--- config.mk ---
export PLATFORM = sky130hd
export DESIGN_NAME = lfp_top
export DESIGN_NICKNAME = d
export VERILOG_FILES = /design/src/lfp_pkg.sv /design/src/lfp_top.sv
export SDC_FILE = /design/constraint.sdc
export NUM_CORES = 1
export LEC_CHECK = 0
export BUFFER_PORTS_ARGS = -buffer_cell sky130_fd_sc_hd__buf_2
export CORE_MARGIN = 2
export CORE_UTILIZATION = 32
export CTS_CLUSTER_DIAMETER = 150
export DETAILED_ROUTE_END_ITERATION = 8
export SYNTH_ARGS = -nofsm -noshare
export SYNTH_HDL_FRONTEND = slang
export SYNTH_SLANG_ARGS = --single-unit
--- constraint.sdc ---
create_clock -name ref_clk_i -period 3.03 [get_ports ref_clk_i]
set_input_delay 0.303 -clock ref_clk_i [delete_from_list [all_inputs] [get_ports ref_clk_i]]
set_output_delay 0.303 -clock ref_clk_i [all_outputs]
set_load 0.03 [all_outputs]
--- src/lfp_pkg.sv ---
// Purpose: Constants and types for the indicator function/polarity block
// Assumes: 40 MHz ref_clk_i; status inputs come from the same clock domain
// Notes:   Contract list below
//
// Contract
// - Pin-2 pair mode makes pin-3 code ignored
// - Pin 3: fiber, 10/1000 master, full duplex
// - Common codes: link/act, activity, blink, forces
// - Pin 2: link, transmit, 10/1000, 10; 0010 reserved
// - Pin-2 codes 11xx select four pair modes
// - Pin-0 pair mode makes pin-1 code ignored
// - Pin 1: copper, receive blink, 100/fiber, 100
// - Pin 0 code 0010 blinks speed count
// - Pin 0: link, transmit, copper, 1000, pairs
// - Two mix percentages, 12.5% steps, up to 100%
// - Polarity sets On/Off drive or tristate
// - Polarity fields at bits 7:0, two per pin
// - Activity stretched 21 ms to 1.34 s; 000 off
// - Blink period 42 to 670 ms selectable
`default_nettype none
package lfp_pkg;
  // Register offsets and reset values
  localparam logic [7:0]  FUNC_OFS     = 8'h10;
  localparam logic [7:0]  POL_OFS      = 8'h11;
  localparam logic [15:0] FUNC_RST     = 16'h1777;
  localparam logic [15:0] POL_RST      = 16'h8800;
  // Field layout
  localparam int          PIN_FN_W     = 4;
  localparam int          PIN_POL_W    = 2;
  localparam int          MIX_EVEN_LSB = 8;
  localparam int          MIX_ODD_LSB  = 12;
  localparam logic [3:0]  MIX_FULL     = 4'h8;
  // Function codes
  localparam logic [3:0]  FN_LINK      = 4'h0;
  localparam logic [3:0]  FN_LINK_ACT  = 4'h1;
  localparam logic [3:0]  FN_ALT2      = 4'h2;
  localparam logic [3:0]  FN_ACT       = 4'h3;
  localparam logic [3:0]  FN_BLINK_ACT = 4'h4;
  localparam logic [3:0]  FN_ALT5      = 4'h5;
  localparam logic [3:0]  FN_ALT6      = 4'h6;
  localparam logic [3:0]  FN_ALT7      = 4'h7;
  localparam logic [3:0]  FN_OFF       = 4'h8;
  localparam logic [3:0]  FN_ON        = 4'h9;
  localparam logic [3:0]  FN_HIZ       = 4'hA;
  localparam logic [3:0]  FN_BLINK     = 4'hB;
  localparam logic [1:0]  PAIR_SEL     = 2'h3;
  // Link speed encoding
  localparam logic [1:0]  SPD_10       = 2'h0;
  localparam logic [1:0]  SPD_100      = 2'h1;
  localparam logic [1:0]  SPD_1000     = 2'h2;
  // Timing
  localparam int          CLK_KHZ      = 40000;
  localparam int          STRETCH_MS   = 21;
  localparam int          BLINK_MS     = 42;
  localparam int          STRETCH_CYC  = STRETCH_MS * CLK_KHZ;
  localparam int          BLINK_CYC    = BLINK_MS * CLK_KHZ;
  localparam logic [2:0]  BLINK_SEL_MAX = 3'h4;
  localparam int          CNT_W        = 28;

  typedef struct packed {
    logic       link;
    logic       fiber;
    logic [1:0] speed;
    logic       full_dup;
    logic       master;
    logic       tx_act;
    logic       rx_act;
  } lfp_status_t;

  typedef struct packed {
    logic [7:0]  addr;
    logic [15:0] wdata;
    logic        wr;
    logic        rd;
  } lfp_bus_req_t;
endpackage
`default_nettype wire

--- src/lfp_top.sv ---
// Purpose: Indicator pin function select, polarity and mixing logic
// Assumes: Status and timer selects are synchronous to ref_clk_i
// Notes:   Pin outputs and enables are registered
//
// The implementer's own choice: the strobed register port.
`default_nettype none
module lfp_top #(
  parameter int unsigned STRETCH_MIN_CYC = lfp_pkg::STRETCH_CYC,
  parameter int unsigned BLINK_MIN_CYC   = lfp_pkg::BLINK_CYC
) (
  // Clock and reset
  input  wire logic                  ref_clk_i,
  input  wire logic                  rstn_i,
  // Register port
  input  wire lfp_pkg::lfp_bus_req_t bus_i,
  output logic [15:0]                rdata_o,
  // Link status and timer selects
  input  wire lfp_pkg::lfp_status_t  status_i,
  input  wire logic [2:0]            stretch_sel_i,
  input  wire logic [2:0]            blink_sel_i,
  // Indicator pins
  output logic [3:0]                 indicator_pin_o,
  output logic [3:0]                 indicator_pin_oe_o
);
  localparam int CW = lfp_pkg::CNT_W;

  logic [15:0]   func_reg, func_next, pol_reg, pol_next;
  logic [15:0]   rdata_reg, rdata_next;
  logic [CW-1:0] str_reg [3];
  logic [CW-1:0] str_next [3];
  logic [CW-1:0] blink_cnt_reg, blink_cnt_next, blink_half;
  logic          blink_reg, blink_next;
  logic [2:0]    slot_reg, slot_next, pwm_reg, pwm_next;
  logic [3:0]    pin_reg, pin_next, oe_reg, oe_next;
  logic [2:0]    raw_act, st_act;
  logic [CW-1:0] str_lim;

  // Lit state of one pin in single mode; returns {hiz, lit}
  function automatic logic [1:0] pin_view(input int idx,
      input logic [3:0] code, input lfp_pkg::lfp_status_t s,
      input logic [2:0] act, input logic blink, input logic spd_blink);
    logic lk, s10, s100, s1000;
    lk    = s.link;
    s10   = s.speed == lfp_pkg::SPD_10;
    s100  = s.speed == lfp_pkg::SPD_100;
    s1000 = s.speed == lfp_pkg::SPD_1000;
    pin_view = 2'h0;
    unique case (code)
      lfp_pkg::FN_LINK: begin
        if (idx == 1)
          pin_view[0] = lk & ~s.fiber;
        else if (idx == 3)
          pin_view[0] = lk & s.fiber;
        else
          pin_view[0] = lk;
      end
      lfp_pkg::FN_LINK_ACT: pin_view[0] = lk & (~act[0] | blink);
      lfp_pkg::FN_ALT2: begin
        if (idx == 0)
          pin_view[0] = spd_blink;
        else if (idx != 2)
          pin_view[0] = lk & (~act[2] | blink);
      end
      lfp_pkg::FN_ACT:       pin_view[0] = act[0];
      lfp_pkg::FN_BLINK_ACT: pin_view[0] = act[0] & blink;
      lfp_pkg::FN_ALT5: begin
        if (idx == 1)
          pin_view[0] = lk & (s100 | s.fiber);
        else if (idx != 3)
          pin_view[0] = act[1];
      end
      lfp_pkg::FN_ALT6: begin
        unique case (idx)
          0:       pin_view[0] = lk & ~s.fiber;
          1:       pin_view[0] = lk & s100;
          2:       pin_view[0] = lk & (s10 | s1000);
          default: pin_view[0] = lk & (s10 | (s1000 & s.master));
        endcase
      end
      lfp_pkg::FN_ALT7: begin
        unique case (idx)
          0:       pin_view[0] = lk & s1000;
          1:       pin_view[0] = lk & s100;
          2:       pin_view[0] = lk & s10;
          default: pin_view[0] = lk & s.full_dup;
        endcase
      end
      lfp_pkg::FN_OFF:   pin_view[0] = 1'b0;
      lfp_pkg::FN_ON:    pin_view[0] = 1'b1;
      lfp_pkg::FN_HIZ:   pin_view[1] = 1'b1;
      lfp_pkg::FN_BLINK: pin_view[0] = blink;
      default:           pin_view    = 2'h0;
    endcase
  endfunction

  // Pair modes; returns {odd_lit, even_lit, mixed}
  function automatic logic [2:0] pair_view(input logic [1:0] mode,
      input lfp_pkg::lfp_status_t s, input logic act, input logic blink);
    logic gate;
    gate      = ~act | blink;
    pair_view = 3'h0;
    unique case (mode)
      2'h0, 2'h1: begin
        if (s.link) begin
          unique case (s.speed)
            lfp_pkg::SPD_1000: pair_view = 3'b010;
            lfp_pkg::SPD_100:  pair_view = 3'b100;
            default:           pair_view = 3'b111;
          endcase
          if (mode == 2'h1 && !gate)
            pair_view = 3'h0;
        end
      end
      2'h2: pair_view = {act, s.link, 1'b0};
      default: pair_view = {s.link & s.fiber, s.link & ~s.fiber, 1'b0};
    endcase
  endfunction

  // Electrical drive from lit state and polarity; returns {oe, level}
  function automatic logic [1:0] drive(input logic hiz, input logic lit,
      input logic [1:0] pol);
    drive[1] = ~hiz & (lit | ~pol[1]);
    drive[0] = pol[0] ? lit : ~lit;
  endfunction

  // Register file
  always_comb begin
    func_next  = func_reg;
    pol_next   = pol_reg;
    rdata_next = 16'h0000;
    if (bus_i.wr && bus_i.addr == lfp_pkg::FUNC_OFS)
      func_next = bus_i.wdata;
    if (bus_i.wr && bus_i.addr == lfp_pkg::POL_OFS)
      pol_next = bus_i.wdata;
    if (bus_i.rd && bus_i.addr == lfp_pkg::FUNC_OFS)
      rdata_next = func_reg;
    if (bus_i.rd && bus_i.addr == lfp_pkg::POL_OFS)
      rdata_next = pol_reg;
  end

  always_ff @(posedge ref_clk_i or negedge rstn_i) begin
    if (!rstn_i) begin
      func_reg  <= lfp_pkg::FUNC_RST;
      pol_reg   <= lfp_pkg::POL_RST;
      rdata_reg <= 16'h0000;
    end else begin
      func_reg  <= func_next;
      pol_reg   <= pol_next;
      rdata_reg <= rdata_next;
    end
  end

  assign rdata_o = rdata_reg;

  // Activity stretch and blink timers
  assign raw_act = {status_i.rx_act, status_i.tx_act,
                    status_i.tx_act | status_i.rx_act};
  assign str_lim = (stretch_sel_i == 3'h0) ? '0 :
                   CW'(STRETCH_MIN_CYC) << (stretch_sel_i - 3'h1);
  assign blink_half = (CW'(BLINK_MIN_CYC) << ((blink_sel_i >
                       lfp_pkg::BLINK_SEL_MAX) ? lfp_pkg::BLINK_SEL_MAX :
                       blink_sel_i)) >> 1;

  always_comb begin
    for (int i = 0; i < 3; i++) begin
      if (raw_act[i])
        str_next[i] = str_lim;
      else if (str_reg[i] != '0 && stretch_sel_i != 3'h0)
        str_next[i] = str_reg[i] - CW'(1);
      else
        str_next[i] = '0;
      st_act[i] = raw_act[i] | (str_reg[i] != '0);
    end
    blink_cnt_next = blink_cnt_reg + CW'(1);
    blink_next     = blink_reg;
    slot_next      = slot_reg;
    pwm_next       = pwm_reg + 3'h1;
    if (blink_cnt_reg >= blink_half - CW'(1)) begin
      blink_cnt_next = '0;
      blink_next     = ~blink_reg;
      slot_next      = slot_reg + 3'h1;
    end
  end

  always_ff @(posedge ref_clk_i or negedge rstn_i) begin
    if (!rstn_i) begin
      for (int i = 0; i < 3; i++)
        str_reg[i] <= '0;
      blink_cnt_reg <= '0;
      blink_reg     <= 1'b0;
      slot_reg      <= 3'h0;
      pwm_reg       <= 3'h0;
    end else begin
      for (int i = 0; i < 3; i++)
        str_reg[i] <= str_next[i];
      blink_cnt_reg <= blink_cnt_next;
      blink_reg     <= blink_next;
      slot_reg      <= slot_next;
      pwm_reg       <= pwm_next;
    end
  end

  // Pin state
  always_comb begin
    logic [1:0] nblink;
    logic       spd_blink;
    logic [1:0] view;
    logic [2:0] pv;
    logic       mix_e, mix_o;
    view   = '0;
    pv     = '0;
    nblink = 2'h0;
    if (status_i.link) begin
      unique case (status_i.speed)
        lfp_pkg::SPD_1000: nblink = 2'h3;
        lfp_pkg::SPD_100:  nblink = 2'h2;
        default:           nblink = 2'h1;
      endcase
    end
    spd_blink = ~slot_reg[0] & (slot_reg[2:1] < nblink);
    mix_e = {1'b0, pwm_reg} <
            pol_reg[lfp_pkg::MIX_EVEN_LSB +: 4] ||
            pol_reg[lfp_pkg::MIX_EVEN_LSB +: 4] >= lfp_pkg::MIX_FULL;
    mix_o = {1'b0, pwm_reg} <
            pol_reg[lfp_pkg::MIX_ODD_LSB +: 4] ||
            pol_reg[lfp_pkg::MIX_ODD_LSB +: 4] >= lfp_pkg::MIX_FULL;
    pin_next = '0;
    oe_next  = '0;
    for (int i = 0; i < 4; i += 2) begin
      if (func_reg[i*lfp_pkg::PIN_FN_W + 2 +: 2] == lfp_pkg::PAIR_SEL) begin
        pv = pair_view(func_reg[i*lfp_pkg::PIN_FN_W +: 2], status_i,
                       st_act[0], blink_reg);
        {oe_next[i], pin_next[i]} = drive(1'b0, pv[1] & (~pv[0] | mix_e),
            pol_reg[i*lfp_pkg::PIN_POL_W +: 2]);
        {oe_next[i+1], pin_next[i+1]} = drive(1'b0, pv[2] & (~pv[0] | mix_o),
            pol_reg[(i+1)*lfp_pkg::PIN_POL_W +: 2]);
      end else begin
        for (int j = i; j < i + 2; j++) begin
          view = pin_view(j, func_reg[j*lfp_pkg::PIN_FN_W +: 4], status_i,
                          st_act, blink_reg, spd_blink);
          {oe_next[j], pin_next[j]} = drive(view[1], view[0],
              pol_reg[j*lfp_pkg::PIN_POL_W +: 2]);
        end
      end
    end
  end

  always_ff @(posedge ref_clk_i or negedge rstn_i) begin
    if (!rstn_i) begin
      pin_reg <= 4'h0;
      oe_reg  <= 4'h0;
    end else begin
      pin_reg <= pin_next;
      oe_reg  <= oe_next;
    end
  end

  assign indicator_pin_o    = pin_reg;
  assign indicator_pin_oe_o = oe_reg;
endmodule
`default_nettype wire

Yosys cells after proc, flatten, opt, wreduce, memory -nomap -nowiden
Index checks and enable logic that the tools add are counted.
{ "totals": {"regBits": 175, "output_inout_bits": 24, "wordCells": 220} }
{ "op_classes": {"add_sub_neg": 8, "n_lt_le_gt_ge": 7, "n_eq_ne": 48, "shifts": 2, "muxes": 50, "bitwise": 66, "reduce_logical": 27} }
{ "op_table": {"columns": ["operator", "n"], "rows": [
  ["2-to-1 mux 28 bit", 8],
  ["nonzero test 28 bit", 3],
  ["subtractor 28 x 1 -> 28 bit, second input constant", 3],
  ["== test 4 x 3 -> 1 bit, second input constant", 15],
  ["== test 4 bit, second input constant", 12],
  ["2-to-1 mux 16 bit", 2],
  ["adder 28 x 1 -> 28 bit, second input constant", 1],
  ["== test 4 x 2 -> 1 bit, second input constant", 7],
  [">= comparator 28 bit", 1],
  ["left shift 20 x 3 -> 28 bit, first input constant", 1],
  ["left shift 21 x 3 -> 28 bit, first input constant", 1],
  ["subtractor 27 x 1 -> 28 bit, second input constant", 1],
  ["one-hot mux 1 bit (9 select lines)", 3],
  ["inverter 1 bit", 23],
  ["AND 1 bit", 22],
  ["2-to-1 mux 3 bit", 7],
  ["OR 1 bit", 21],
  ["2-to-1 mux 1 bit", 20],
  ["one-hot mux 3 bit (2 select lines)", 3],
  ["== test 4 x 1 -> 1 bit, second input constant", 4],
  ["== test 8 x 5 -> 1 bit, second input constant", 2],
  ["logical NOT 4 bit", 4],
  ["== test 2 bit, second input constant", 5],
  ["2-to-1 mux 2 bit", 5],
  ["other kinds (16)", 34]
]} }

Longest topological paths before layout
Gate-level depths: netlist of run 1.
{ "depth": {"depth_word": 16, "mapped_depth": 15, "ltp_nobuf": 15} }

Worst setup path after synthesis of run 1
Ideal clock, no wire load.
{ "synth_timing": {"kind": "input -> register", "from": "input port blink_sel_i[2]", "to": "register blink_reg", "arrival_ns": 2.784, "setup_slack_ns": 0.105, "cell_stages": 15, "path_cell_list": "clkinv_1 -> nand2_1 -> inv_1 -> ha_1 -> nor2_1 -> nor2_1 -> nor2_1 -> ha_1 -> a21o_1 -> a211o_1 -> a41oi_1 -> o31ai_1 -> a311o_1 -> buf_1 -> xor2_1"} }
{ "synth_via": {"elab_chain_len": 5} }
{ "synth_rtl": {"columns": ["element", "line_no", "text"], "rows": [
  ["from (decl)", "lfp_top.sv:20", "input wire logic [2:0] blink_sel_i,"],
  ["> comparator 3 bit", "lfp_top.sv:160", "assign blink_half = (CW'(BLINK_MIN_CYC) << ((blink_sel_i >"],
  ["2-to-1 mux 3 bit (*)", "lfp_top.sv:161", "lfp_pkg::BLINK_SEL_MAX) ? lfp_pkg::BLINK_SEL_MAX :"],
  ["left shift 21 x 3 -> 28 bit (*)", "lfp_top.sv:160", null],
  ["subtractor 27 x 1 -> 28 bit (*)", "lfp_top.sv:178", "if (blink_cnt_reg >= blink_half - CW'(1)) begin"],
  [">= comparator 28 bit (*)", "lfp_top.sv:178", null],
  ["to (signal assigned)", "lfp_top.sv:197", "blink_reg <= blink_next;"],
  ["to (decl)", "lfp_top.sv:32", "logic blink_reg, blink_next;"]
]} }
Every way passes the cells marked *; elsewhere a longest branch is shown, timed or not.
A chain may end at the register's enable or synchronous reset.

Worst setup path in the final report of run 1
{ "layout_timing": {"from": "register str_reg[67] in the netlist's numbering", "to": "register pin_reg[3], in the netlist indicator_pin_o[3]"} }
{ "layout_via": {"elab_chain_len": 16, "word_cells_on_any_way": 22} }
{ "layout_rtl": {"columns": ["element", "line_no", "text"], "rows": [
  ["from (decl)", "lfp_top.sv:29", "logic [CW-1:0] str_reg [3];"],
  ["from (signal, indexed assignment)", "lfp_top.sv:195", "str_reg[i] <= str_next[i];"],
  ["nonzero test 28 bit (*)", "lfp_top.sv:172", "st_act[i] = raw_act[i] | (str_reg[i] != '0);"],
  ["OR 1 bit (*)", "lfp_top.sv:172", null],
  ["inverter 1 bit", "lfp_top.sv:57, lfp_top.sv:100", null],
  ["OR 1 bit", "lfp_top.sv:57, lfp_top.sv:100", null],
  ["logical NOT 1 bit", "lfp_top.sv:110", "if (mode == 2'h1 && !gate)"],
  ["logical AND 1 bit", "lfp_top.sv:110", null],
  ["2-to-1 mux 3 bit", "lfp_top.sv:110", null],
  ["2-to-1 mux 3 bit", "lfp_top.sv:104", "if (s.link) begin"],
  ["one-hot mux 3 bit (2 select lines)", "lfp_top.sv:102", "unique case (mode)"],
  ["2-to-1 mux 3 bit", "lfp_top.sv:230", "if (func_reg[i*lfp_pkg::PIN_FN_W + 2 +: 2] == lfp_pkg::PAIR_SEL) begin"],
  ["inverter 1 bit", "lfp_top.sv:235", "{oe_next[i+1], pin_next[i+1]} = drive(1'b0, pv[2] & (~pv[0] | mix_o),"],
  ["OR 1 bit", "lfp_top.sv:235", null],
  ["AND 1 bit", "lfp_top.sv:235", null],
  ["inverter 1 bit", "lfp_top.sv:123", "drive[0] = pol[0] ? lit : ~lit;"],
  ["2-to-1 mux 1 bit", "lfp_top.sv:123", null],
  ["2-to-1 mux 2 bit (*)", "lfp_top.sv:230", null],
  ["net pin_next[3]", "lfp_top.sv:34", "logic [3:0] pin_reg, pin_next, oe_reg, oe_next;"],
  ["to (signal assigned)", "lfp_top.sv:253", "pin_reg <= pin_next;"],
  ["to (decl)", "lfp_top.sv:34", null]
]} }
The timed path passes the listed nets; every way through them passes the cells marked *. The select of a mux whose other input is x is not followed.

==> results of run 1 <==
==> cell type report <==
cell class	count	area [um^2]
clock inverter	13	105
clock buffer	19	453
inverter	30	113
multi-input combinational	790	5230
fill	3078	19100
tap	396	495
sequential	175	4390
timing repair buffer	97	587
==> cell usage in the layout, fill, tap and decap left out, drive strengths merged, types with 10 or more instances in the layout <==
cell	n
a21o	15
or4	17
o22ai	17
inv	34
and3	11
xor2	51
mux2i	18
nand3	25
nor4	20
or3	10
clkbuf	19
a21oi	31
o21ai	65
dfrtp	163
mux2	33
nor2	126
ha	50
nor3	33
dfstp	12
buf	96
xnor2	56
nand2	109
nor2b	12
==> per-layer routing <==
metal  vias up  GRT usage  share of wire  wire length (um)
met4         0     0.0433          0.014               341
met5         -          0              0                 0
met3        23     0.0298          0.042               994
met2       159      0.227           0.44             10500
met1      3767      0.222           0.50             12000
li1       3784          -              -                 -
==> worst max-delay path by stage <==
stage | start | end | slack [ns]
after floorplan | blink_sel_i[2] | blink_reg | 0.10
after global placement | blink_sel_i[2] | slot_reg[1] | 0.08
after detailed placement | blink_sel_i[2] | blink_cnt_reg[18] | 0.02
after CTS | str_reg[6] | str_reg[24] | 0.11
after global routing | str_reg[67] | indicator_pin_o[2] | 0.02
final | str_reg[67] | indicator_pin_o[3] | 0.15
==> per-stage QoR <==
stage               total power, uW  cell area (um^2)  hold WS [ns]  std cells  worst slack (ns)
finish                         6030             11400         0.111       1520             0.150
detailed placement             3950             10800         0.426       1487            0.0156
floorplan                      3560              9880       0.00741       1036             0.105
global route                   6390             11400        0.0981       1520            0.0159
global placement               3930             10800         0.429       1487            0.0823
CTS                            6090             11400        0.0972       1520             0.107
==> power breakdown <==
group | switching [uW] | internal, uW | total [uW]
Combinational | 650 | 500 | 1150
Sequential | 228 | 2540 | 2770
Clock | 993 | 1110 | 2110
==> critical path: stages, from the launching register on <==
cell     delay (ns)
dfrtp_1        0.41
or4_1          0.59
or4_1          0.54
nor4_4         0.28
buf_4          0.20
a21oi_1        0.08
o21a_1         0.21
nor3b_1        0.33
xor2_1         0.17
==> what timing repair did <==
| item | 4_1_cts | 5_1_grt |
|---|---|---|
| hold buffers | 1 | 0 |
| hold endpoints to repair | 78 | 0 |
| resized for setup | 0 | 2 |
| endpoints found under the setup margin | 0 | 15 |
==> kinds of logic (layout without fill, tap and decap cells) <==
| kind of cell | Yosys count | count (layout) |
|---|---|---|
| simple gates | 409 | 409 |
| flops | 175 | 175 |
| fa+ha+maj | 50 | 50 |
| xor+xnor | 107 | 107 |
| buf+inv | 71 | 159 |
| other cells | 1 | 2 |
| compound gates | 171 | 171 |
| mux | 51 | 51 |
==> run_results.csv, run 1 <==
group,metric,value,unit
status,outcome,"complete, no violations",
hold_path,hold_path.startpoint,"bus_i[13]",
clock_network,root_buffer,"clkbuf_16",
final_layout,postLayoutCoreUtil,0.373,
synthesis,dominantRegCellSynth,"dfrtp_1",
clock_network,cts_tree,"built",
synthesis,synth_simple_gate_area_share,0.206,
die,core,30500,um^2
drt,post-route-drc-count,0,
place,place_hpwl,17.2,mm
flow_run,max-cap-violations,0,
power_and_ir_drop,static-leakage-power,0.00515,uW
hold_path,hold-path-cell-count,2,
synthesis,muxShareOfSynthArea,0.0559,
critical_path,critPathLaunchType,"flop",
timing,setup_total_negative_slack,0,ns
synthesis,fraction_of_registers_with_async_set_reset,1.00,
die,starting_density,0.324,
synthesis,number_of_synthesized_flops_with_an_enable_pin,0,
drt,total_routed_wirelength,23.8,mm
synthesis,yosysSeqAreaShare,0.445,
die,floorplan.die.width,180,um
synthesis,yosysWarnings,0,
synthesis,synth.ff_latch_count,175,
synthesis,netlist_top_cells_area,"dfrtp_1 41%, ha_1 6.3%, xnor2_1 5.0%",
critical_path,endpoint_required_time_on_the_critical_path,3.39,ns
timing,setup_viol_count_final,0,
drt,postRouteAntennaNets,0,
clock_network,worst_setup_hold_path_clk_slew,0.07,ns
synthesis,synth.avg_cell_area,9.54,um^2
synthesis,synth-compound-area-share,0.107,
final_layout,fin_nets,1203,
synthesis,post_synth_instance_area,9870,um^2
critical_path,register_to_register_setup_slack,0.15,ns
synthesis,synth_common_cells,"163 x dfrtp_1, 125 x nor2_1, 109 x nand2_1",
timing,max_slew_vio_count,0,
critical_path,worst_ep_arrival_time,3.24,ns
final_layout,final_layout_size_suffix_gt1_frac,0.171,
die,dieHeight,180,um
timing,min_clock_period_post_route,2.88,ns
critical_path,rr_startpoint,"str_reg[67]",
final_layout,antenna-diode-count,0,
critical_path,endpoint_kind,"flop",
critical_path,timing.setup.critical_path_class,"reg2reg",
timing,slew_headroom,0.303,
global_routing,globalRoute.totalOverflow,0,
synthesis,post-synth-top-count-cell,"dfrtp_1",
drt,via_per_inst,5.09,
clock_network,numClockSinks,175,
die,floorplan.die_area,32300,um^2
die,boundaryPins,66,
die,num_rows,64,
timing,timing.final.hold_violations,0,
clock_network,worstSkewPairLatency,0.43,ns
clock_network,post-cts-setup-buffer-count,0,
timing,timing_worst_slew_pin_value,1.03,ns
drt,drtIter0Drc,612,
global_routing,grt_antenna_before_repair,0,
timing,min_period_over_period,0.950,
global_routing,grt_pass1_vias,7508,
final_layout,largest_register_ffs,84,
global_routing,grt_util_all_layers,0.152,
synthesis,synth_largest_area_cell,"dfrtp_1",
synthesis,yosys.area_share.xor_xnor,0.0949,
final_layout,layout_area_overhead,15.3,%
synthesis,syn-instance-count,1035,
hold_path,hold-path-endpoint,"func_reg[11]",
drt,drt-pass1-iter-count,5,
global_routing,maximum_number_of_pins_on_one_net_before_global_route_repair,88,
critical_path,crit-reg2reg-capture,"indicator_pin_o[3]",
global_routing,grt_first_pass_wirelength,40.0,mm
place,port_buf_inserts,65,
synthesis,ys_types,69,
clock_network,cts_inserted_buffers,17,
synthesis,post_synth_fa_ha_maj_area_fraction,0.0634,
timing,rsz0062_at_grt,"false",
critical_path,rr_worst_depth,8,
drt,via_count,7733,
hold_path,hold_path.class,"in2reg",
synthesis,synth.top_cell.area_share,0.413,
critical_path,cp_max_fo,8,
synthesis,synth_top_family_by_area,"simple AND/OR/NAND/NOR gates",
power_and_ir_drop,power.ir.vdd_worst,0.443,mV
drt,avgRoutedWirePerCell,15.7,um
place,gp_routability_congestion,0.843,
timing,max_clock_freq,347,MHz
clock_network,clock_tree.htree_level_count,4,
clock_network,max-clock-path-buffers,2,
timing,worst_clock_skew,0.0141,ns
power_and_ir_drop,power.density_cell_area,530,nW/um^2
Note: power is estimated with default switching activity, not from simulation.
==> run 2: changes to the inputs <==
- CORE_ASPECT_RATIO: default -> 1.5
==> run_results.csv, run 2 (same netlist as run 1, synthesis figures left out) <==
group,metric,value,unit
global_routing,met3_track_demand_over_resource_in_global_routing,0.0270,
clock_network,numClockSinks,175,
timing,slew_headroom,0.346,
critical_path,crit-reg2reg-capture,"str_reg[24]",
critical_path,rr_startpoint,"str_reg[6]",
global_routing,grt_first_pass_wirelength,42.0,mm
clock_network,root_buffer,"clkbuf_16",
status,outcome,"complete, no violations",
critical_path,cp_num_buf_inv,1,
global_routing,grtUsageMet2,0.317,
final_layout,area.sequential,4390,um^2
clock_network,cts_tree,"built",
die,core,30400,um^2
critical_path,endpoint_required_time_on_the_critical_path,3.32,ns
power_and_ir_drop,power.density_cell_area,544,nW/um^2
final_layout,layout_area_overhead,16.5,%
hold_path,hold_path.class,"in2reg",
timing,max_slew_vio_count,0,
final_layout,multi_input_comb_area,5220,um^2
power_and_ir_drop,power.sequential.fraction,0.443,
clock_network,max-clock-path-buffers,2,
place,dpl_worst_slack,0.0235,ns
final_layout,antenna-diode-count,0,
die,floorplan.die.width,147,um
global_routing,met1_usage,0.176,
power_and_ir_drop,p_sw_frac,0.295,
drt,drt-pass1-iter-count,5,
critical_path,worst_ep_arrival_time,3.14,ns
global_routing,grt_util_all_layers,0.165,
drt,post-route-drc-count,0,
drt,drtIter0Drc,460,
critical_path,endpoint_kind,"flop",
hold_path,hold-path-endpoint,"func_reg[15]",
drt,postRouteAntennaNets,0,
critical_path,setup.worst_path.start,"str_reg[6]",
global_routing,grt_antenna_before_repair,0,
power_and_ir_drop,power.ir.vdd_worst,0.371,mV
place,port_buf_inserts,65,
power_and_ir_drop,static-leakage-power,0.00519,uW
drt,avgRoutedWirePerCell,16.8,um
clock_network,cts_inserted_buffers,17,
timing,max_clock_freq,351,MHz
clock_network,clock_tree.htree_level_count,4,
timing,worst_clock_skew,0.0146,ns
final_layout,final.fill_count,3032,
hold_path,hold-path-cell-count,2,
timing,timing.final.hold_violations,0,
critical_path,rr_worst_depth,5,
global_routing,maximum_number_of_pins_on_one_net_before_global_route_repair,67,
final_layout,layout.cells.most_common_list,"163 x dfrtp_1, 125 x nor2_1, 109 x nand2_1, 64 x buf_2, 63 x o21ai_0",
drt,total_routed_wirelength,25.6,mm
place,gp_routability_congestion,0.875,
hold_path,hold_path.startpoint,"bus_i[17]",
drt,via_per_inst,5.09,
timing,min_clock_period_post_route,2.85,ns
timing,layout_setup_ws,0.183,ns
critical_path,register_to_register_setup_slack,0.18,ns
place,place_hpwl,19.0,mm
clock_network,worstSkewPairLatency,0.45,ns
critical_path,slowest_delay,0.70,ns
critical_path,cp_max_fo,18,
flow_run,max-cap-violations,0,
drt,via_count,7779,
timing,timing_worst_slew_pin_value,0.971,ns
timing,min_period_over_period,0.939,
global_routing,globalRoute.totalOverflow,0,
final_layout,final_layout_size_suffix_gt1_frac,0.173,
critical_path,worst_path_dominant_cell_family,"simple AND/OR/NAND/NOR gates",
die,num_rows,78,
critical_path,crit_path_top_delay_cell,"o31ai_2",
final_layout,fin_nets,1207,
global_routing,global_route.peak_usage_layer,"met2",
power_and_ir_drop,power.share.clock,0.373,
clock_network,worst_setup_hold_path_clk_slew,0.07,ns
final_layout,largest_register_ffs,84,
die,dieHeight,219,um
die,starting_density,0.325,
timing,setup_viol_count_final,0,
power_and_ir_drop,p_comb_frac,0.184,
global_routing,grt_pass1_vias,8046,
die,boundaryPins,66,
critical_path,chain_of_cells_forming_the_critical_path,"or4_1 > or3b_2 > o31ai_2 > buf_4 > o22ai_1",
power_and_ir_drop,power_switching,1850,uW
die,floorplan.die_area,32300,um^2
final_layout,mostFrequentLayoutCell,"dfrtp_1",
critical_path,timing.setup.critical_path_class,"reg2reg",
clock_network,post-cts-setup-buffer-count,0,
power_and_ir_drop,power_report.internal_total,4410,uW
critical_path,critPathLaunchType,"flop",
timing,setup_total_negative_slack,0,ns
==> run 2: cell types whose count changed in the layout (fill, tap and decap cells not counted) <==
cell | previous run | this run
inv_8 | 4 | 1
inv_6 | 1 | 0
clkinvlp_4 | 0 | 2
clkbuf_8 | 2 | 3
clkinv_4 | 3 | 4
o31ai_4 | 1 | 0
clkbuf_1 | 0 | 1
bufinv_16 | 0 | 3
o31ai_2 | 1 | 2
buf_12 | 1 | 3
buf_4 | 30 | 32
clkinv_2 | 5 | 1
==> run 2: repair_timing <==
item | in CTS | in global routing
endpoints found under the setup margin | 0 | 2
gates resized for setup | 0 | 1
hold endpoints to repair | 62 | 0
hold buffers | 1 | 0
==> run 2: power groups by stage <==
stage	Clock [uW]	Combinational (uW)	Sequential [uW]
2_1_floorplan	0	799	2770
3_3_place_gp	0	1130	2810
3_5_place_dp	0	1150	2810
6_report	2330	1150	2770
4_1_cts	2390	1160	2770
5_1_grt	2470	1300	2810
==> run 2: worst register-to-register path, cell delays in order (launching register included) <==
cell and delay, ns:
dfrtp_1 0.40, or4_1 0.60, or3b_2 0.52, o31ai_2 0.70, buf_4 0.35, o22ai_1 0.12
==> run 2: cell type report <==
class,instances,area share
clock buffer,21,0.0409
timing repair buffer,101,0.0558
tap,400,0.0435
sequential,175,0.382
clock inverter,11,0.0136
inverter,30,0.00979
multi-input combinational,790,0.454
==> run 2: worst max path at each step <==
stage | slack, ns | end | cells past startpoint
detailed placement | 0.02 | blink_cnt_reg[24] | 16
finish | 0.18 | str_reg[24] | 5
CTS | 0.17 | indicator_pin_o[2] | 8
global placement | 0.11 | blink_cnt_reg[8] | 16
global route | -0.01 | indicator_pin_o[2] | 7
floorplan | 0.10 | blink_reg | 15
==> run 2: stage by stage <==
step	cell area, um^2	instances	hold WS (ns)	total power (uW)	util
2_1_floorplan	9880	1036	0.00741	3560	-
3_3_place_gp	10900	1495	0.346	3940	0.358
3_5_place_dp	10900	1495	0.350	3960	0.358
4_1_cts	11500	1528	0.0841	6320	0.379
5_1_grt	11500	1528	0.0897	6580	0.379
6_report	11500	1528	0.107	6260	0.379
==> run 2: per-layer routing <==
metal  wire length, um  part of all wire  up-vias
met1              9960              0.39     3803
met5                 0                 0        -
li1                  -                 -     3791
met3               699             0.027       45
met4               798             0.031        0
met2             14200              0.55      140
==> run 3: changes to the inputs <==
- CORE_UTILIZATION: 32 -> 50
- PLACE_DENSITY: default -> 0.68
- SETUP_SLACK_MARGIN: default -> 0.4
==> run_results.csv, run 3 (same netlist as run 1, synthesis figures left out) <==
group,metric,value,unit
power_and_ir_drop,power.sequential.fraction,0.438,
final_layout,fin_nets,1208,
clock_network,numClockSinks,175,
critical_path,crit-reg2reg-capture,"str_reg[83]",
global_routing,maximum_number_of_pins_on_one_net_before_global_route_repair,96,
die,floorplan.die.width,119,um
final_layout,final_layout_size_suffix_gt1_frac,0.198,
place,placed_cell_area,10600,um^2
final_layout,mostFrequentLayoutCell,"dfrtp_1",
drt,postRouteAntennaNets,0,
final_layout,layout_area_overhead,16.8,%
timing,timing_worst_slew_pin_value,0.940,ns
clock_network,worstSkewPairLatency,0.44,ns
clock_network,clock_tree.htree_level_count,4,
die,boundaryPins,66,
global_routing,globalRoute.totalOverflow,0,
final_layout,layout.cells.most_common_list,"163 x dfrtp_1, 125 x nor2_1, 107 x nand2_1, 65 x buf_2, 63 x o21ai_0",
drt,drt-pass1-iter-count,5,
critical_path,worst_ep_arrival_time,2.95,ns
clock_network,worst_setup_hold_path_clk_slew,0.07,ns
power_and_ir_drop,static-leakage-power,0.00526,uW
die,core,19500,um^2
critical_path,cp_common_cell,"or4_4",
power_and_ir_drop,p_sw_frac,0.297,
drt,avgRoutedWirePerCell,17.2,um
power_and_ir_drop,power.ir.vdd_worst,0.401,mV
timing,timing.final.hold_violations,0,
critical_path,crit_path_top_delay_cell,"or4_4",
timing,max_slew_vio_count,0,
place,port_buf_inserts,65,
power_and_ir_drop,power.density_cell_area,551,nW/um^2
critical_path,register_to_register_setup_slack,0.40,ns
critical_path,rr_startpoint,"str_reg[67]",
die,dieHeight,176,um
power_and_ir_drop,power.share.clock,0.372,
drt,total_routed_wirelength,23.9,mm
critical_path,timing.setup.critical_path_class,"reg2reg",
final_layout,postLayoutCoreUtil,0.590,
power_and_ir_drop,fin_total_pwr,6350,uW
clock_network,root_buffer,"clkbuf_16",
timing,min_period_over_period,0.869,
final_layout,largest_register_ffs,84,
power_and_ir_drop,power_switching,1890,uW
timing,max_clock_freq,380,MHz
power_and_ir_drop,p_comb_frac,0.190,
place,dpl_worst_slack,0.0406,ns
timing,rsz0062_at_grt,"true",
drt,via_count,7928,
drt,post-route-drc-count,0,
critical_path,cp_num_buf_inv,0,
drt,via_per_inst,5.71,
die,starting_density,0.505,
hold_path,hold-path-endpoint,"func_reg[12]",
clock_network,cts_tree,"built",
die,num_rows,63,
hold_path,hold_path.startpoint,"bus_i[14]",
flow_run,max-cap-violations,0,
timing,setup_total_negative_slack,0,ns
die,floorplan.die_area,20900,um^2
critical_path,endpoint_kind,"flop",
global_routing,grt_pass1_vias,7919,
critical_path,endpoint_required_time_on_the_critical_path,3.35,ns
critical_path,critPathLaunchType,"flop",
power_and_ir_drop,power_report.internal_total,4470,uW
critical_path,chain_of_cells_forming_the_critical_path,"or4_4 > or4_4 > or3_4 > or4_4 > xor2_2 > nor2_2",
global_routing,grt_first_pass_wirelength,39.1,mm
place,place_hpwl,16.7,mm
final_layout,antenna-diode-count,0,
critical_path,worst_path_dominant_cell_family,"simple AND/OR/NAND/NOR gates",
critical_path,rr_worst_depth,6,
timing,layout_setup_ws,0.396,ns
status,outcome,"complete, no violations",
timing,min_clock_period_post_route,2.63,ns
place,gp_routability_congestion,0.951,
critical_path,cp_max_fo,6,
final_layout,stdcell_area,11500,um^2
drt,drtIter0Drc,453,
global_routing,grt_util_all_layers,0.233,
clock_network,cts_inserted_buffers,17,
timing,setup_viol_count_final,0,
clock_network,max-clock-path-buffers,2,
critical_path,slowest_delay,0.56,ns
hold_path,hold-path-cell-count,2,
hold_path,hold_path.class,"in2reg",
global_routing,grt_antenna_before_repair,0,
timing,worst_clock_skew,0.0124,ns
timing,slew_headroom,0.367,
run 3: cell types whose count changed in the layout (fill, tap and decap cells not counted), moves of 3 or more:
cell	previous run	this run
clkinv_4	4	1
or4_1	15	10
buf_4	32	27
inv_6	0	4
nor4_1	17	14
or4_4	2	7
run 3: cell type report:
cell class / instances / area [um^2]
well taps: 260 / 325
repair buffers: 101 / 672
clock inverters: 12 / 169
fillers: 1766 / 8020
multi-input cells: 791 / 5390
flip-flops and latches: 175 / 4390
clock buffers: 20 / 467
inverters: 30 / 115
run 3: worst max path at each step:
stage / start / slack [ns] / end / cells past startpoint
2_1_floorplan: str_reg[60] / 0.31 / str_reg[83] / 9
3_3_place_gp: str_reg[6] / 0.14 / indicator_pin_o[1] / 7
3_5_place_dp: blink_sel_i[2] / 0.04 / blink_cnt_reg[8] / 16
4_1_cts: str_reg[67] / 0.39 / str_reg[83] / 6
5_1_grt: str_reg[67] / 0.34 / indicator_pin_o[2] / 8
6_report: str_reg[67] / 0.40 / str_reg[83] / 6
run 3: through the flow:
stage | cells | hold slack [ns]
CTS | 1380 | 0.0943
detailed placement | 1345 | 0.231
global route | 1389 | 0.112
global placement | 1345 | 0.230
finish | 1389 | 0.105
floorplan | 1036 | 0.00741
run 3: power by group through the flow:
stage | logic (uW) | clock network [uW] | registers (uW)
5_1_grt | 1340 | 2510 | 2820
3_3_place_gp | 1100 | 0 | 2800
3_5_place_dp | 1110 | 0 | 2810
4_1_cts | 1160 | 2400 | 2770
2_1_floorplan | 799 | 0 | 2770
6_report | 1200 | 2370 | 2780
run 3: repair_timing:
item	CTS	global route
pin swaps	3	8
hold buffers	1	0
cloned	0	3
setup buffers	2	6
endpoints found under the hold margin	37	0
gates resized for setup	12	25
setup endpoints to repair	11	43
run 3: layer usage:
metal,vias up,part of all wire,GRT usage
met5,-,0,0
met4,0,0.030,0.0908
met3,47,0.040,0.0397
met2,175,0.52,0.423
met1,3904,0.40,0.274
li1,3802,-,-
